### config.mk
export PLATFORM = sky130hd
export DESIGN_NAME = ebra_top
export DESIGN_NICKNAME = d
export VERILOG_FILES = /design/src/hw/ebra_pkg.sv /design/src/hw/ebra_top.sv
export SDC_FILE = /design/constraint.sdc
export NUM_CORES = 1
export LEC_CHECK = 0
export BUFFER_PORTS_ARGS = -buffer_cell sky130_fd_sc_hd__clkbuf_2
export CORE_UTILIZATION = 56
export DETAILED_ROUTE_END_ITERATION = 8
export PLACE_DENSITY_LB_ADDON = 0.15
export SYNTH_ARGS = -nofsm -noshare
export SYNTH_HDL_FRONTEND = slang
export SYNTH_SLANG_ARGS = --single-unit
### constraint.sdc
create_clock -name i_ref_clk -period 5.12 [get_ports i_ref_clk]
set_input_delay 0.768 -clock i_ref_clk [delete_from_list [all_inputs] [get_ports i_ref_clk]]
set_output_delay 0.768 -clock i_ref_clk [all_outputs]
set_load 0.01 [all_outputs]
### src/hw/ebra_pkg.sv
// Constants, types and register map of the external bus refresh/align block
//
// Summary of operation
// RULE1: Compare value equal to tick counter sets match flag and clears counter.
// RULE2: With refresh enable set, every compare match raises a refresh request.
// RULE3: Refresh request stays pending until refresh is reported done.
// RULE4: A match while a request is pending does not queue a second request.
// RULE5: Timer register writes take effect only with key in bits 31 to 16.
// RULE6: Compare register clears on power-on reset only.
// RULE7: Compare register reads zero above bit 7; bits 7 to 0 read/write.
// RULE8: Reset wait counter counts up after reset and halts at maximum.
// RULE9: No external access starts while the wait counter is counting.
// RULE10: Writing the wait counter reloads it and suspends accesses again.
// RULE11: Wait counter reads zero above bit 6; bits 6 to 0 read/write.
// RULE12: External bus is big endian; byte offset 0 is most significant.
// RULE13: Normal memory supports 8, 16 and 32 bit port widths.
// RULE14: SDRAM is 16 or 32 bits wide; multiplexed I/O is 32 bits.
// RULE15: Accesses wider than the port are split into sequential narrower ones.
// RULE16: 32-bit port lane and strobe mapping for byte, word and longword.
// RULE17: 16-bit port lane mapping; longword is two words, upper half first.
// RULE18: 8-bit port uses lane 0 only; bytes in ascending address order.
// RULE19: Clock select picks tick source: stop or divide by 4 to 4096.
// RULE20: Tick counter wraps from 255 to zero without a match.
// RULE21: Lanes without an addressed byte keep strobe and mask negated.
package ebra_pkg;

    // ------------------------------------------------------------------
    // Register byte offsets
    // ------------------------------------------------------------------
    localparam logic [4:0]  OFS_CMP       = 5'h00;
    localparam logic [4:0]  OFS_TICK      = 5'h04;
    localparam logic [4:0]  OFS_CTRL_STAT = 5'h08;
    localparam logic [4:0]  OFS_WAIT      = 5'h0c;
    localparam logic [4:0]  OFS_DRAM_CTRL = 5'h10;
    localparam logic [4:0]  OFS_STATUS    = 5'h14;

    // ------------------------------------------------------------------
    // Fields, keys and reset values
    // ------------------------------------------------------------------
    localparam logic [15:0] WR_KEY        = 16'ha55a;
    localparam int          CMF_BIT       = 7;
    localparam int          CKS_LSB       = 3;
    localparam int          REFEN_BIT     = 0;
    localparam int          NWIDTH_LSB    = 1;
    localparam int          SWIDTH_BIT    = 3;
    localparam int          STAT_REQ_BIT  = 0;
    localparam int          STAT_WAIT_BIT = 1;
    localparam int          STAT_BUSY_BIT = 2;
    localparam logic [7:0]  CMP_RESET     = 8'h00;
    localparam logic [6:0]  WAIT_RESET    = 7'h00;
    localparam logic [6:0]  WAIT_MAX      = 7'h7f;
    localparam logic [2:0]  CKS_STOP      = 3'h0;

    // ------------------------------------------------------------------
    // Encodings
    // ------------------------------------------------------------------
    localparam logic [1:0]  PW_8          = 2'h0;
    localparam logic [1:0]  PW_16         = 2'h1;
    localparam logic [1:0]  PW_32         = 2'h2;
    localparam logic [1:0]  SZ_BYTE       = 2'h0;
    localparam logic [1:0]  SZ_WORD       = 2'h1;
    localparam logic [1:0]  SZ_LONG       = 2'h2;
    localparam logic [1:0]  SP_NORMAL     = 2'h0;
    localparam logic [1:0]  SP_SDRAM      = 2'h1;
    localparam logic [1:0]  SP_MPX        = 2'h2;

    typedef enum logic [1:0] {ST_IDLE, ST_BEAT, ST_GAP} ebra_state_t;

    typedef struct packed {
        logic              ack;
        logic [31:0]       rdata;
        logic [7:0]        cmp;
        logic [7:0]        tick_cnt;
        logic [11:0]       presc;
        logic              compare_match_flag;
        logic [2:0]        cks;
        logic              refen;
        logic [1:0]        nwidth;
        logic              swidth;
        logic [6:0]        wait_cnt;
        logic              ref_req;
        ebra_state_t       state;
        logic              write;
        logic [1:0]        pw;
        logic [1:0]        ulog;
        logic [1:0]        beats;
        logic              fin;
        logic [31:0]       addr;
        logic [31:0]       dbuf;
        logic              done;
        logic [31:0]       req_rdata;
        logic              ext_cyc;
        logic [31:0]       ext_addr;
        logic [31:0]       ext_wdata;
        logic [3:0]        ext_lanes;
        logic              ack_s1;
        logic              ack_s2;
        logic [31:0]       rd_s1;
        logic [31:0]       rd_s2;
    } ebra_state_rec_t;

endpackage : ebra_pkg

### src/hw/ebra_top.sv
// Refresh timer, reset wait counter, register slave and external access aligner
`timescale 1ns/1ps
module ebra_top
    import ebra_pkg::*;
(
    input  wire logic        i_ref_clk,
    input  wire logic        i_rst_b,
    input  wire logic [4:0]  i_avs_address,
    input  wire logic        i_avs_read,
    input  wire logic        i_avs_write,
    input  wire logic [31:0] i_avs_writedata,
    input  wire logic [3:0]  i_avs_byteenable,
    output logic      [31:0] o_avs_readdata,
    output logic             o_avs_waitrequest,
    input  wire logic        i_req_valid,
    input  wire logic        i_req_write,
    input  wire logic [1:0]  i_req_size,
    input  wire logic [1:0]  i_req_space,
    input  wire logic [31:0] i_req_addr,
    input  wire logic [31:0] i_req_wdata,
    output logic             o_req_ready,
    output logic             o_req_done,
    output logic      [31:0] o_req_rdata,
    output logic             o_ext_cyc,
    output logic             o_ext_write,
    output logic      [31:0] o_ext_addr,
    output logic      [31:0] o_ext_wdata,
    output logic      [3:0]  o_write_strobe_n,
    output logic      [3:0]  o_byte_mask,
    input  wire logic        i_ext_ack,
    input  wire logic [31:0] i_ext_rdata,
    output logic             o_refresh_req,
    input  wire logic        i_refresh_done
);

    // ------------------------------------------------------------------
    // Helper functions
    // ------------------------------------------------------------------
    function automatic logic [11:0] div_mask(input logic [2:0] sel);
        logic [11:0] m;
        m = 12'h000;
        unique case (sel)
            3'h1:    m = 12'h003;
            3'h2:    m = 12'h00f;
            3'h3:    m = 12'h03f;
            3'h4:    m = 12'h0ff;
            3'h5:    m = 12'h3ff;
            3'h6:    m = 12'h7ff;
            3'h7:    m = 12'hfff;
            default: m = 12'h000;
        endcase
        return m;
    endfunction : div_mask

    // Lowest byte lane used by one beat
    function automatic logic [1:0] lane_lo(input logic [1:0] pw, input logic [1:0] ulog,
                                           input logic [1:0] a);
        logic [1:0] lo;
        lo = 2'h0;
        if (pw == PW_32)
        begin
            if (ulog == SZ_BYTE)
                lo = 2'h3 - a;                                        // [RULE12] [RULE16]
            else if (ulog == SZ_WORD)
                lo = a[1] ? 2'h0 : 2'h2;                              // [RULE16]
        end
        else if (pw == PW_16 && ulog == SZ_BYTE)
        begin
            lo = a[0] ? 2'h0 : 2'h1;                                  // [RULE17]
        end
        return lo;                                                    // [RULE18]
    endfunction : lane_lo

    function automatic logic [3:0] unit_mask(input logic [1:0] ulog);
        logic [3:0] m;
        m = 4'hf;
        if (ulog == SZ_BYTE)
            m = 4'h1;
        else if (ulog == SZ_WORD)
            m = 4'h3;
        return m;
    endfunction : unit_mask

    function automatic logic [31:0] data_mask(input logic [1:0] ulog);
        logic [31:0] m;
        m = 32'hffffffff;
        if (ulog == SZ_BYTE)
            m = 32'h000000ff;
        else if (ulog == SZ_WORD)
            m = 32'h0000ffff;
        return m;
    endfunction : data_mask

    // ------------------------------------------------------------------
    // State
    // ------------------------------------------------------------------
    ebra_state_rec_t q;
    ebra_state_rec_t next_q;

    logic        tick;
    logic        match;
    logic        wait_busy;
    logic        wr_take;
    logic        key_ok;
    logic [1:0]  eff_pw;
    logic [1:0]  lo;
    logic [5:0]  ubits;
    logic [31:0] unit_rd;

    always_comb
    begin
        next_q    = q;
        next_q.done = 1'b0;
        wait_busy = (q.wait_cnt != WAIT_MAX);
        wr_take   = i_avs_write && q.ack && (i_avs_byteenable == 4'hf);
        key_ok    = (i_avs_writedata[31:16] == WR_KEY);               // [RULE5]
        eff_pw    = PW_32;
        lo        = lane_lo(q.pw, q.ulog, q.addr[1:0]);
        ubits     = 6'(6'd8 << q.ulog);
        unit_rd   = (q.rd_s2 >> {lo, 3'b000}) & data_mask(q.ulog);

        // Pin synchronisers
        next_q.ack_s1 = i_ext_ack;
        next_q.ack_s2 = q.ack_s1;
        next_q.rd_s1  = i_ext_rdata;
        next_q.rd_s2  = q.rd_s1;

        // Refresh tick prescaler and counter
        next_q.presc = q.presc + 12'h001;
        tick  = (q.cks != CKS_STOP) && ((q.presc & div_mask(q.cks)) == div_mask(q.cks)); // [RULE19]
        match = tick && (q.tick_cnt == q.cmp);
        if (match)
            next_q.tick_cnt = 8'h00;                                  // [RULE1]
        else if (tick)
            next_q.tick_cnt = q.tick_cnt + 8'h01;                     // [RULE20]

        // Reset wait counter
        if (wait_busy)
            next_q.wait_cnt = q.wait_cnt + 7'h01;                     // [RULE8]

        // Register slave
        next_q.ack = (i_avs_read || i_avs_write) && !q.ack;
        if (i_avs_read && !q.ack)
        begin
            next_q.rdata = 32'h00000000;
            unique case (i_avs_address)
                OFS_CMP:       next_q.rdata[7:0] = q.cmp;             // [RULE7]
                OFS_TICK:      next_q.rdata[7:0] = q.tick_cnt;
                OFS_CTRL_STAT:
                begin
                    next_q.rdata[CMF_BIT]           = q.compare_match_flag;
                    next_q.rdata[CKS_LSB +: 3]      = q.cks;
                end
                OFS_WAIT:      next_q.rdata[6:0] = q.wait_cnt;        // [RULE11]
                OFS_DRAM_CTRL:
                begin
                    next_q.rdata[REFEN_BIT]         = q.refen;
                    next_q.rdata[NWIDTH_LSB +: 2]   = q.nwidth;
                    next_q.rdata[SWIDTH_BIT]        = q.swidth;
                end
                OFS_STATUS:
                begin
                    next_q.rdata[STAT_REQ_BIT]      = q.ref_req;
                    next_q.rdata[STAT_WAIT_BIT]     = wait_busy;
                    next_q.rdata[STAT_BUSY_BIT]     = (q.state != ST_IDLE);
                end
                default:       next_q.rdata = 32'h00000000;
            endcase
        end
        if (wr_take)
        begin
            unique case (i_avs_address)
                OFS_CMP:
                    if (key_ok)
                        next_q.cmp = i_avs_writedata[7:0];            // [RULE5] [RULE7]
                OFS_TICK:
                    if (key_ok)
                        next_q.tick_cnt = i_avs_writedata[7:0];       // [RULE5]
                OFS_CTRL_STAT:
                    if (key_ok)
                    begin
                        next_q.cks = i_avs_writedata[CKS_LSB +: 3];
                        if (!i_avs_writedata[CMF_BIT])
                            next_q.compare_match_flag = 1'b0;
                    end
                OFS_WAIT:
                    if (key_ok)
                        next_q.wait_cnt = i_avs_writedata[6:0];       // [RULE5] [RULE10] [RULE11]
                OFS_DRAM_CTRL:
                begin
                    next_q.refen  = i_avs_writedata[REFEN_BIT];
                    next_q.nwidth = i_avs_writedata[NWIDTH_LSB +: 2];
                    next_q.swidth = i_avs_writedata[SWIDTH_BIT];
                end
                default:
                begin
                end
            endcase
        end

        // Flags set by hardware win over clears
        if (i_refresh_done)
            next_q.ref_req = 1'b0;                                    // [RULE3]
        if (match)
        begin
            next_q.compare_match_flag = 1'b1;                                        // [RULE1]
            if (q.refen)
                next_q.ref_req = 1'b1;                                // [RULE2] [RULE4]
        end

        // Port width of the addressed space
        if (i_req_space == SP_MPX)
            eff_pw = PW_32;                                           // [RULE14]
        else if (i_req_space == SP_SDRAM)
            eff_pw = q.swidth ? PW_32 : PW_16;                        // [RULE14]
        else if (q.nwidth != 2'h3)
            eff_pw = q.nwidth;                                        // [RULE13]

        // Access splitter
        unique case (q.state)
            ST_IDLE:
                if (i_req_valid && !wait_busy)                        // [RULE9]
                begin
                    next_q.write     = i_req_write;
                    next_q.pw        = eff_pw;
                    next_q.ulog      = (i_req_size < eff_pw) ? i_req_size : eff_pw;
                    next_q.beats     = 2'((3'h1 << (i_req_size - next_q.ulog)) - 3'h1); // [RULE15]
                    next_q.addr      = i_req_addr;
                    next_q.req_rdata = 32'h00000000;
                    next_q.dbuf      = i_req_wdata << ((i_req_size == SZ_BYTE) ? 6'h18 :
                                       ((i_req_size == SZ_WORD) ? 6'h10 : 6'h00)); // [RULE12]
                    next_q.state     = ST_BEAT;
                end
            ST_BEAT:
                if (q.ack_s2)
                begin
                    next_q.ext_cyc   = 1'b0;
                    next_q.ext_lanes = 4'h0;
                    next_q.req_rdata = (q.req_rdata << ubits) | unit_rd; // [RULE17] [RULE18]
                    next_q.dbuf      = q.dbuf << ubits;
                    next_q.addr      = q.addr + 32'(unit_mask(q.ulog) == 4'h1 ? 1 :
                                                    (unit_mask(q.ulog) == 4'h3 ? 2 : 4));
                    next_q.fin       = (q.beats == 2'h0);
                    next_q.beats     = q.beats - 2'h1;
                    next_q.done      = (q.beats == 2'h0);
                    next_q.state     = ST_GAP;
                end
            ST_GAP:
                if (!q.ack_s2 && !(wait_busy && !q.fin))              // [RULE9] [RULE10]
                    next_q.state = q.fin ? ST_IDLE : ST_BEAT;
            default:
                next_q.state = ST_IDLE;
        endcase

        // Present a new beat on the external bus
        if (next_q.state == ST_BEAT && q.state != ST_BEAT)
        begin
            next_q.ext_cyc   = 1'b1;
            next_q.ext_addr  = next_q.addr;
            next_q.ext_lanes = unit_mask(next_q.ulog)
                               << lane_lo(next_q.pw, next_q.ulog, next_q.addr[1:0]); // [RULE16]
            if (next_q.ulog == SZ_BYTE)
                next_q.ext_wdata = {4{next_q.dbuf[31:24]}};           // [RULE12]
            else if (next_q.ulog == SZ_WORD)
                next_q.ext_wdata = {2{next_q.dbuf[31:16]}};
            else
                next_q.ext_wdata = next_q.dbuf;
        end
    end

    always_ff @(posedge i_ref_clk)
    begin
        if (!i_rst_b)
            q <= '0;                                                  // [RULE6]
        else
            q <= next_q;
    end

    // ------------------------------------------------------------------
    // Outputs
    // ------------------------------------------------------------------
    assign o_avs_readdata    = q.rdata;
    assign o_avs_waitrequest = (i_avs_read || i_avs_write) && !q.ack;
    assign o_req_ready       = (q.state == ST_IDLE) && !wait_busy;    // [RULE9]
    assign o_req_done        = q.done;
    assign o_req_rdata       = q.req_rdata;
    assign o_ext_cyc         = q.ext_cyc;
    assign o_ext_write       = q.write;
    assign o_ext_addr        = q.ext_addr;
    assign o_ext_wdata       = q.ext_wdata;
    assign o_write_strobe_n  = (q.ext_cyc && q.write) ? ~q.ext_lanes : 4'hf; // [RULE21]
    assign o_byte_mask       = ~q.ext_lanes;                          // [RULE21]
    assign o_refresh_req     = q.ref_req;

endmodule : ebra_top

# ---- Word-level counts from Yosys, hierarchy flattened
# Index checks and enable logic that the tools add are counted.
dict set report totals {
  ff_bits 295
  latchBits 0
  mem_count 0
  mem_bits_rw 0
  out_inout_bits 142
  romBits 0
}
dict set report classes {
  div 0
  mul 0
  eq_ne 36
  bitwise 4
  reduce_logical 43
  muxes 73
  n_lt_le_gt_ge 1
  shifts 7
  add_sub_neg 9
}
# op n
set op_table {}
lappend op_table {{$pmux 64 s2} 1}
lappend op_table {{$mux 101} 1}
lappend op_table {{$mux 32} 3}
lappend op_table {{$pmux 12 s7} 1}
lappend op_table {{$mux 69} 1}
lappend op_table {{$mux 64} 1}
lappend op_table {{$pmux 32 s2} 1}
lappend op_table {{$shl 32x6->32} 2}
lappend op_table {{$mux 4} 14}
lappend op_table {{$mux 8} 5}
lappend op_table {{$add 32x3->32} 1}
lappend op_table {{$and 32x32->32} 1}
lappend op_table {{$mux 2} 16}
lappend op_table {{$or 32x32->32} 1}
lappend op_table {{$shl 32x5->32} 1}
lappend op_table {{$shr 32x5->32} 1}
lappend op_table {{$mux 24} 1}
lappend op_table {{$mux 7} 3}
lappend op_table {{$eq 16x16->1 const B} 1}
lappend op_table {{$eq 2x1->1 const B} 8}
lappend op_table {{$mux 16} 1}
lappend op_table {{$mux 15} 1}
lappend op_table {{$pmux 3 s5} 1}
lappend op_table {{$logic_and 1x1->1} 14}
lappend op_table {{45 further kinds} 92}

# ---- Longest topological paths before layout
# Gate-level depths: netlist (run 1).
dict set report depth {
  depth_word 18
  mapped_depth 15
  mapped_depth_nobuf 12
}

# ---- Worst setup path before layout (run 1)
# Ideal clock, no wire load.
dict set report synth_path {
  kind {flip-flop to flip-flop}
  from {reg q[235] in the netlist's numbering}
  to {reg q[226] in the netlist's numbering}
  stages_incl_launch_ff 15
  slack_ns 1.570
  required_ns 5.062
  arrival_time_ns 3.492
  period_less_slack_ns 3.550
  setup_ns 0.058
  cell_sequence {dfxtp_1 > or2_1 > clkbuf_1 > inv_1 > clkbuf_1 > buf_1 > ha_1 > inv_1 > fa_1 > nor2b_1 > o21ai_0 > or4_1 > or3_1 > a21oi_1 > o21a_1}
}
dict set report synth_via {
  elab_chain_len 11
}
# item line
set synth_lines {}
lappend synth_lines {{start: declaration} ebra_top.sv:97} ;# ebra_state_rec_t q;
lappend synth_lines {{start signal: assignment} ebra_top.sv:276} ;# q <= next_q;
lappend synth_lines {{$eq 2x1->1} ebra_top.sv:79} ;# else if (ulog == SZ_WORD)
lappend synth_lines {{$mux 4} ebra_top.sv:79}
lappend synth_lines {{$mux 4 *} ebra_top.sv:77} ;# if (ulog == SZ_BYTE)
lappend synth_lines {{$mux 4 *} ebra_top.sv:235} ;# if (q.ack_s2)
lappend synth_lines {{$mux 4 *} ebra_top.sv:220} ;# unique case (q.state)
lappend synth_lines {{$eq 4x2->1} ebra_top.sv:242} ;# (unit_mask(q.ulog) == 4'h3 ? 2 : 4));
lappend synth_lines {{$mux 3} ebra_top.sv:242}
lappend synth_lines {{$mux 3 *} ebra_top.sv:241} ;# next_q.addr = q.addr + 32'(unit_mask(q.ulog) == 4'h1 ? 1 :
lappend synth_lines {{$add 32x3->32 *} ebra_top.sv:241}
lappend synth_lines {{$mux 101 *} ebra_top.sv:235}
lappend synth_lines {{$pmux 64 s2 *} ebra_top.sv:220}
# Every way passes the cells marked *; elsewhere a longest branch is shown, timed or not. The select of a mux whose other input is x is not followed.
# A chain may end at the register's enable or synchronous reset.

# ---- Final worst setup path (run 1)
# Ends and elaborated chain as after synthesis.

==> impl_metrics.tcl, run 1 <==
set metrics [dict create \
    vias 13100 \
    die_y_um 166 \
    total_power_w 0.00489 \
    cts_sinks 295 \
    die_area_sq_um 27600 \
    htree_num_levels 1 \
    worst_pin_slew_ns 1.25 \
    wl_met3_mm 3.14 \
    final_hold_viol_count 0 \
    first_pass_iters 9 \
    p_sw_share_pct 21.7 \
    power_density_nw_per_um2 293 \
    sequentialPowerShare_pct 48.0 \
    crit_fanout 34 \
    p_clk_share_pct 47.6 \
    rr_worst_depth 13 \
    fin_nets 2005 \
    synth_seq_cells 295 \
    synthTopCellsByArea "dfxtp_1 39%, buf_4 6.5%, mux2i_1 5.2%" \
    grt_max_degree 82 \
    fin_util_pct 63.5 \
    async_flop_share_pct 0 \
    row_count 59 \
    cts_buffers 30 \
    cts_hold_buf 0 \
    io_buffers 258 \
    synth.most_common_cell "dfxtp_1" \
    pwr-share-comb_pct 4.4 \
    switching_power_w 0.00106 \
    grt_pass1_vias 11900 \
    cp_data_arrival_time_ns 4.21 \
    ios 291 \
    cts_resized 0 \
    dp_cells 2146 \
    p_int_w 0.00382 \
    routedWlPerCell_um 18.1 \
    top_layer "met5" \
    period_share_pct 72.6 \
    ys_warn_count 0 \
    startpoint_type "flip-flop" \
    yosysTopAreaCell "dfxtp_1" \
    hold_path.class "in -> reg" \
    fin_skew_ns 0.0264 \
    syn_to_final_growth_pct 10.5 \
    antenna_found_initial 1 \
    path_class "reg -> reg" \
    finalNonFillerCells 2202 \
    run_status "finished with violations" \
    period_minus_slack_ns 3.72 \
    track_usage_pct 27.8 \
    ir_worst_vdd_v 0.000238 \
    drv_slew 0 \
    synth_common_cells "295 x dfxtp_1, 177 x nor2_1, 140 x nand2_1" \
    cts_buffer_depth 3 \
    hold_path_depth 2 \
    ff2ff_setup_slack_ns 1.40 \
    syn_area_sq_um 15100 \
    relSlewSlack_pct 16.7 \
    end_kind "flip-flop" \
    hpwl_mm 27.0 \
    violations "DRC" \
    cts_tree "done" \
    wl_mm 39.9 \
    synth_top_area_share_pct 39.2 \
    num_antenna_cells 0 \
    antenna_left 0 \
    max_cap_violations 0 \
    post-cts-setup-buffers 0 \
    maxClockFrequency_ghz 0.269 \
    drc_errors 18 \
    clk_latency_ns 0.58 \
    worstPathRequired_ns 5.62 \
    clock-root-buffer "clkbuf_16" \
    drtIter0Drc 1404 \
    clk_pin_slew_ns 0.06 \
    rsz0062_at_grt "false" \
    leakagePower_nw 6.50 \
    routed_via_density 5.93 \
    start_util_pct 57.5 \
    ys.flop_type "dfxtp_1" \
    nFillCells 2298 \
    grt_pass1_wl_mm 63.2 \
    fin_ws_ns 1.40 \
    met2_wirelength_mm 17.9 \
    synthesis.instances 1761 \
    grt.overflow.total 0 \
    synth_edf_count 0 \
    yosysUniqueCellTypes 79 \
    avgSynthCellArea_sq_um 8.56 \
    drive_above_1_share_pct 20.6 \
    place.gp.congestion 0.921 \
    ys_seq_area_share_pct 39.2 \
    post-place-ws_ns 1.54 \
    chipWidth_um 166 \
    coreArea_sq_um 26200 \
    final.setup.tns_ns 0 \
    setup_violations 0 \
    wl_met1_mm 18.0 \
]
cell type report:
type                       instances  area (sq um)  area share (%)
timing repair buffer             277          1440            8.63
tap                              335           419            2.52
multi-input combinational       1213          7730            46.4
inverter                          26           100           0.601
clock buffer                      46           901            5.41
sequential                       295          5910            35.5
clock inverter                    10           161           0.969
registers in the layout, indices dropped and copies added, names as in the netlist, 8 cells and up:
register and count:
q 154, o_req_rdata 32, o_ext_addr 32, o_avs_readdata 8, o_ext_wdata 32, next_q 33
cells by family after synthesis:
group / synth area share, %
other cells: 0.0249
flops: 39.2
compound gates: 19.3
xor+xnor: 1.69
simple gates: 20.3
mux: 8.09
fa+ha+maj: 1.13
buf+inv: 10.2
worst paths after layout:
path                               from               endpoint
setup reg to reg      q[235]$_SDFF_PN0_      q[226]$_SDFF_PN0_
setup / recovery      q[235]$_SDFF_PN0_      q[226]$_SDFF_PN0_
hold reg to reg   next_q[25]$_SDFF_PN0_       q[25]$_SDFF_PN0_
hold / removal          i_ext_rdata[24]  next_q[24]$_SDFF_PN0_
layer usage:
| layer | GRT usage (%) | vias to the layer above |
|---|---|---|
| met5 | 0 | - |
| met4 | 8.37 | 2 |
| met2 | 43.5 | 567 |
| li1 | - | 6317 |
| met1 | 39.3 | 6108 |
| met3 | 4.55 | 72 |
cells in the final DEF (no fill, tap or decap), drive strengths merged, types with 18 or more instances in the layout:
cell type	instances
a211oi	25
a21oi	78
a222oi	18
a22oi	30
and2	108
buf	20
clkbuf	303
conb	24
dfxtp	295
inv	25
mux2	38
mux2i	79
nand2	141
nand3	58
nand4	21
nor2	177
nor3	31
o21ai	83
xnor2	19
power by group through the flow:
stage	clock [W]	sequential (W)	combinational [W]
floorplan	0	0.00239	0.000136
global placement	0	0.00240	0.000210
detailed placement	0	0.00240	0.000212
CTS	0.00236	0.00234	0.000213
global route	0.00246	0.00235	0.000235
finish	0.00233	0.00235	0.000215
critical path, stage by stage (launching register included):
cell and delay (ns):
dfxtp_1 0.32, or2_1 0.38, inv_1 0.10, buf_4 0.38, ha_1 0.25, inv_1 0.06
fa_1 0.39, nor2b_1 0.22, o21ai_0 0.10, buf_4 0.18, or4_1 0.61, or3_1 0.34
a21oi_1 0.16, o21a_1 0.13
per-stage QoR:
step | instance area (sq um) | hold slack (ns)
6_report | 16700 | 0.395
5_1_grt | 16700 | 0.387
4_1_cts | 16700 | 0.380
3_5_place_dp | 15600 | 0.417
3_3_place_gp | 15600 | 0.414
2_1_floorplan | 15200 | 0.412
Power figures use the tool's default switching activity.
==> run 2: changes to the inputs <==
--- a/config.mk
+++ b/config.mk
@@ -6,7 +6,7 @@
 export NUM_CORES = 1
 export LEC_CHECK = 0
 export BUFFER_PORTS_ARGS = -buffer_cell sky130_fd_sc_hd__clkbuf_2
-export CORE_UTILIZATION = 56
+export CORE_UTILIZATION = 51
 export DETAILED_ROUTE_END_ITERATION = 8
 export PLACE_DENSITY_LB_ADDON = 0.15
 export SYNTH_ARGS = -nofsm -noshare
==> constraint.sdc (replaced) <==
create_clock -name i_ref_clk -period 3 [get_ports i_ref_clk]
set_input_delay 0.45 -clock i_ref_clk [delete_from_list [all_inputs] [get_ports i_ref_clk]]
set_output_delay 0.45 -clock i_ref_clk [all_outputs]
set_load 0.01 [all_outputs]
==> run 2 against run 1 <==
  * Sequential share of layout area shrank 0.54 points
  * Utilization fell by 4.9 points
  * Critical endpoint is now o_ext_wdata[8]$_SDFFE_PN0P_
  * Register-to-register slack lost 1.2 ns
  * Clock power grew 61%
  * The run now ends clean
  * Cell area up 1.5%
==> impl_metrics.tcl, run 2 (same netlist as run 1, synthesis figures left out) <==
set metrics [dict create \
    run_status "completed" \
    grt_pass1_vias 12100 \
    maxClockFrequency_ghz 0.358 \
    io_buffers 258 \
    period_share_pct 93.1 \
    cp_data_arrival_time_ns 3.21 \
    crit_fanout 21 \
    row_count 62 \
    post-cts-setup-buffers 0 \
    drc_errors 0 \
    grt_pass1_wl_mm 65.0 \
    regArea_sq_um 5910 \
    cts_hold_buf 0 \
    startpoint_type "flip-flop" \
    drv_slew 0 \
    wl_mm 40.9 \
    antenna_found_initial 1 \
    cts_buffers 30 \
    drtIter0Drc 1300 \
    leakagePower_nw 6.61 \
    grt.overflow.total 0 \
    nFillCells 2665 \
    power_density_nw_per_um2 482 \
    routedWlPerCell_um 17.9 \
    place.gp.congestion 0.874 \
    hold_path.class "in -> reg" \
    die_area_sq_um 30200 \
    max_cap_violations 0 \
    hpwl_mm 28.9 \
    syn_to_final_growth_pct 12.2 \
    antenna_left 0 \
    chipWidth_um 174 \
    setup_violations 0 \
    cts_tree "done" \
    layout_commonest_cell "dfxtp_1" \
    first_pass_iters 9 \
    grt_max_degree 72 \
    cts_buffer_depth 3 \
    ios 291 \
    multi_input_area_sq_um 7740 \
    track_usage_pct 26.3 \
    final_cell_mix "294 x dfxtp_1, 257 x clkbuf_2, 175 x nor2_1" \
    period_minus_slack_ns 2.79 \
    worstPathRequired_ns 3.42 \
    path_class "reg -> reg" \
    final_hold_viol_count 0 \
    clock-root-buffer "clkbuf_16" \
    ir_worst_vdd_v 0.000392 \
    hold_slack_ns 0.0989 \
    htree_num_levels 1 \
    clk_pin_slew_ns 0.06 \
    coreArea_sq_um 28900 \
    cts_resized 0 \
    fin_nets 2032 \
    rsz0062_at_grt "false" \
    die_y_um 174 \
    relSlewSlack_pct 33.2 \
    start_util_pct 52.2 \
    vias 13100 \
    worst_pin_slew_ns 0.999 \
    cts_sinks 295 \
    final.setup.tns_ns 0 \
    clk_latency_ns 0.56 \
    drive_above_1_share_pct 22.1 \
    end_kind "flip-flop" \
    fin_skew_ns 0.0100 \
    largest_reg_flops 154 \
    largest_register "q" \
    routed_via_density 5.74 \
]
-- run 2: power breakdown --
| part | leakage, nW | internal [W] | total [W] | switching (W) |
|---|---|---|---|---|
| registers | 2.39 | 0.00397 | 0.00400 | 0.0000306 |
| clock network | 0.488 | 0.00218 | 0.00376 | 0.00158 |
| logic | 3.73 | 0.000158 | 0.000381 | 0.000223 |
-- run 2: worst paths after layout --
| check | startpoint | end | slack, ns | depth (start not counted) |
|---|---|---|---|---|
| setup / recovery | q[243]$_SDFF_PN0_ | o_ext_wdata[8]$_SDFFE_PN0P_ | 0.21 | 8 |
| setup reg to reg | q[243]$_SDFF_PN0_ | o_ext_wdata[8]$_SDFFE_PN0P_ | 0.21 | 8 |
| hold / removal | i_ext_rdata[23] | next_q[23]$_SDFF_PN0_ | 0.1 | 2 |
| hold reg to reg | next_q[4]$_SDFF_PN0_ | q[4]$_SDFF_PN0_ | 0.43 | 1 |
-- run 2: routing by layer --
layer | share of wire, % | wire (um) | vias to the layer above | global-route usage, %
met5 | 0 | 0 | - | 0
met4 | 2.7 | 1110 | 0 | 8.99
met3 | 6.9 | 2840 | 71 | 5.23
met2 | 44 | 18200 | 443 | 41.1
met1 | 46 | 18700 | 6198 | 36.1
li1 | - | - | 6372 | -
-- run 2: critical path, cell delays in order (launching register included) --
cell,delay (ns)
dfxtp_1,0.39
ha_1,0.24
nand3_1,0.22
nor3_4,0.28
buf_4,0.29
o21ai_2,0.31
a222oi_1,0.63
and2_1,0.22
o31ai_1,0.06
-- run 2: cell type report --
type	instances	area share, %
flip-flops and latches	295	34.9
multi-input cells	1213	45.8
clock buffers	41	5.11
diodes	2	0.0296
inverters	26	0.592
repair buffers	304	9.91
clock inverters	15	0.799
well taps	384	2.84
-- run 2: per-stage QoR --
stage / total power, W / worst slack [ns] / std cells / utilization (%) / area [sq um]
after global placement: 0.00446 / 0.221 / 2222 / 55.1 / 15900
after global routing: 0.00843 / 0.0152 / 2278 / 58.6 / 16900
after CTS: 0.00821 / 0.180 / 2278 / 58.6 / 16900
after floorplan: 0.00431 / 0.0202 / 1784 / - / 15200
after detailed placement: 0.00447 / 0.177 / 2222 / 55.1 / 15900
final: 0.00815 / 0.208 / 2280 / 58.6 / 16900
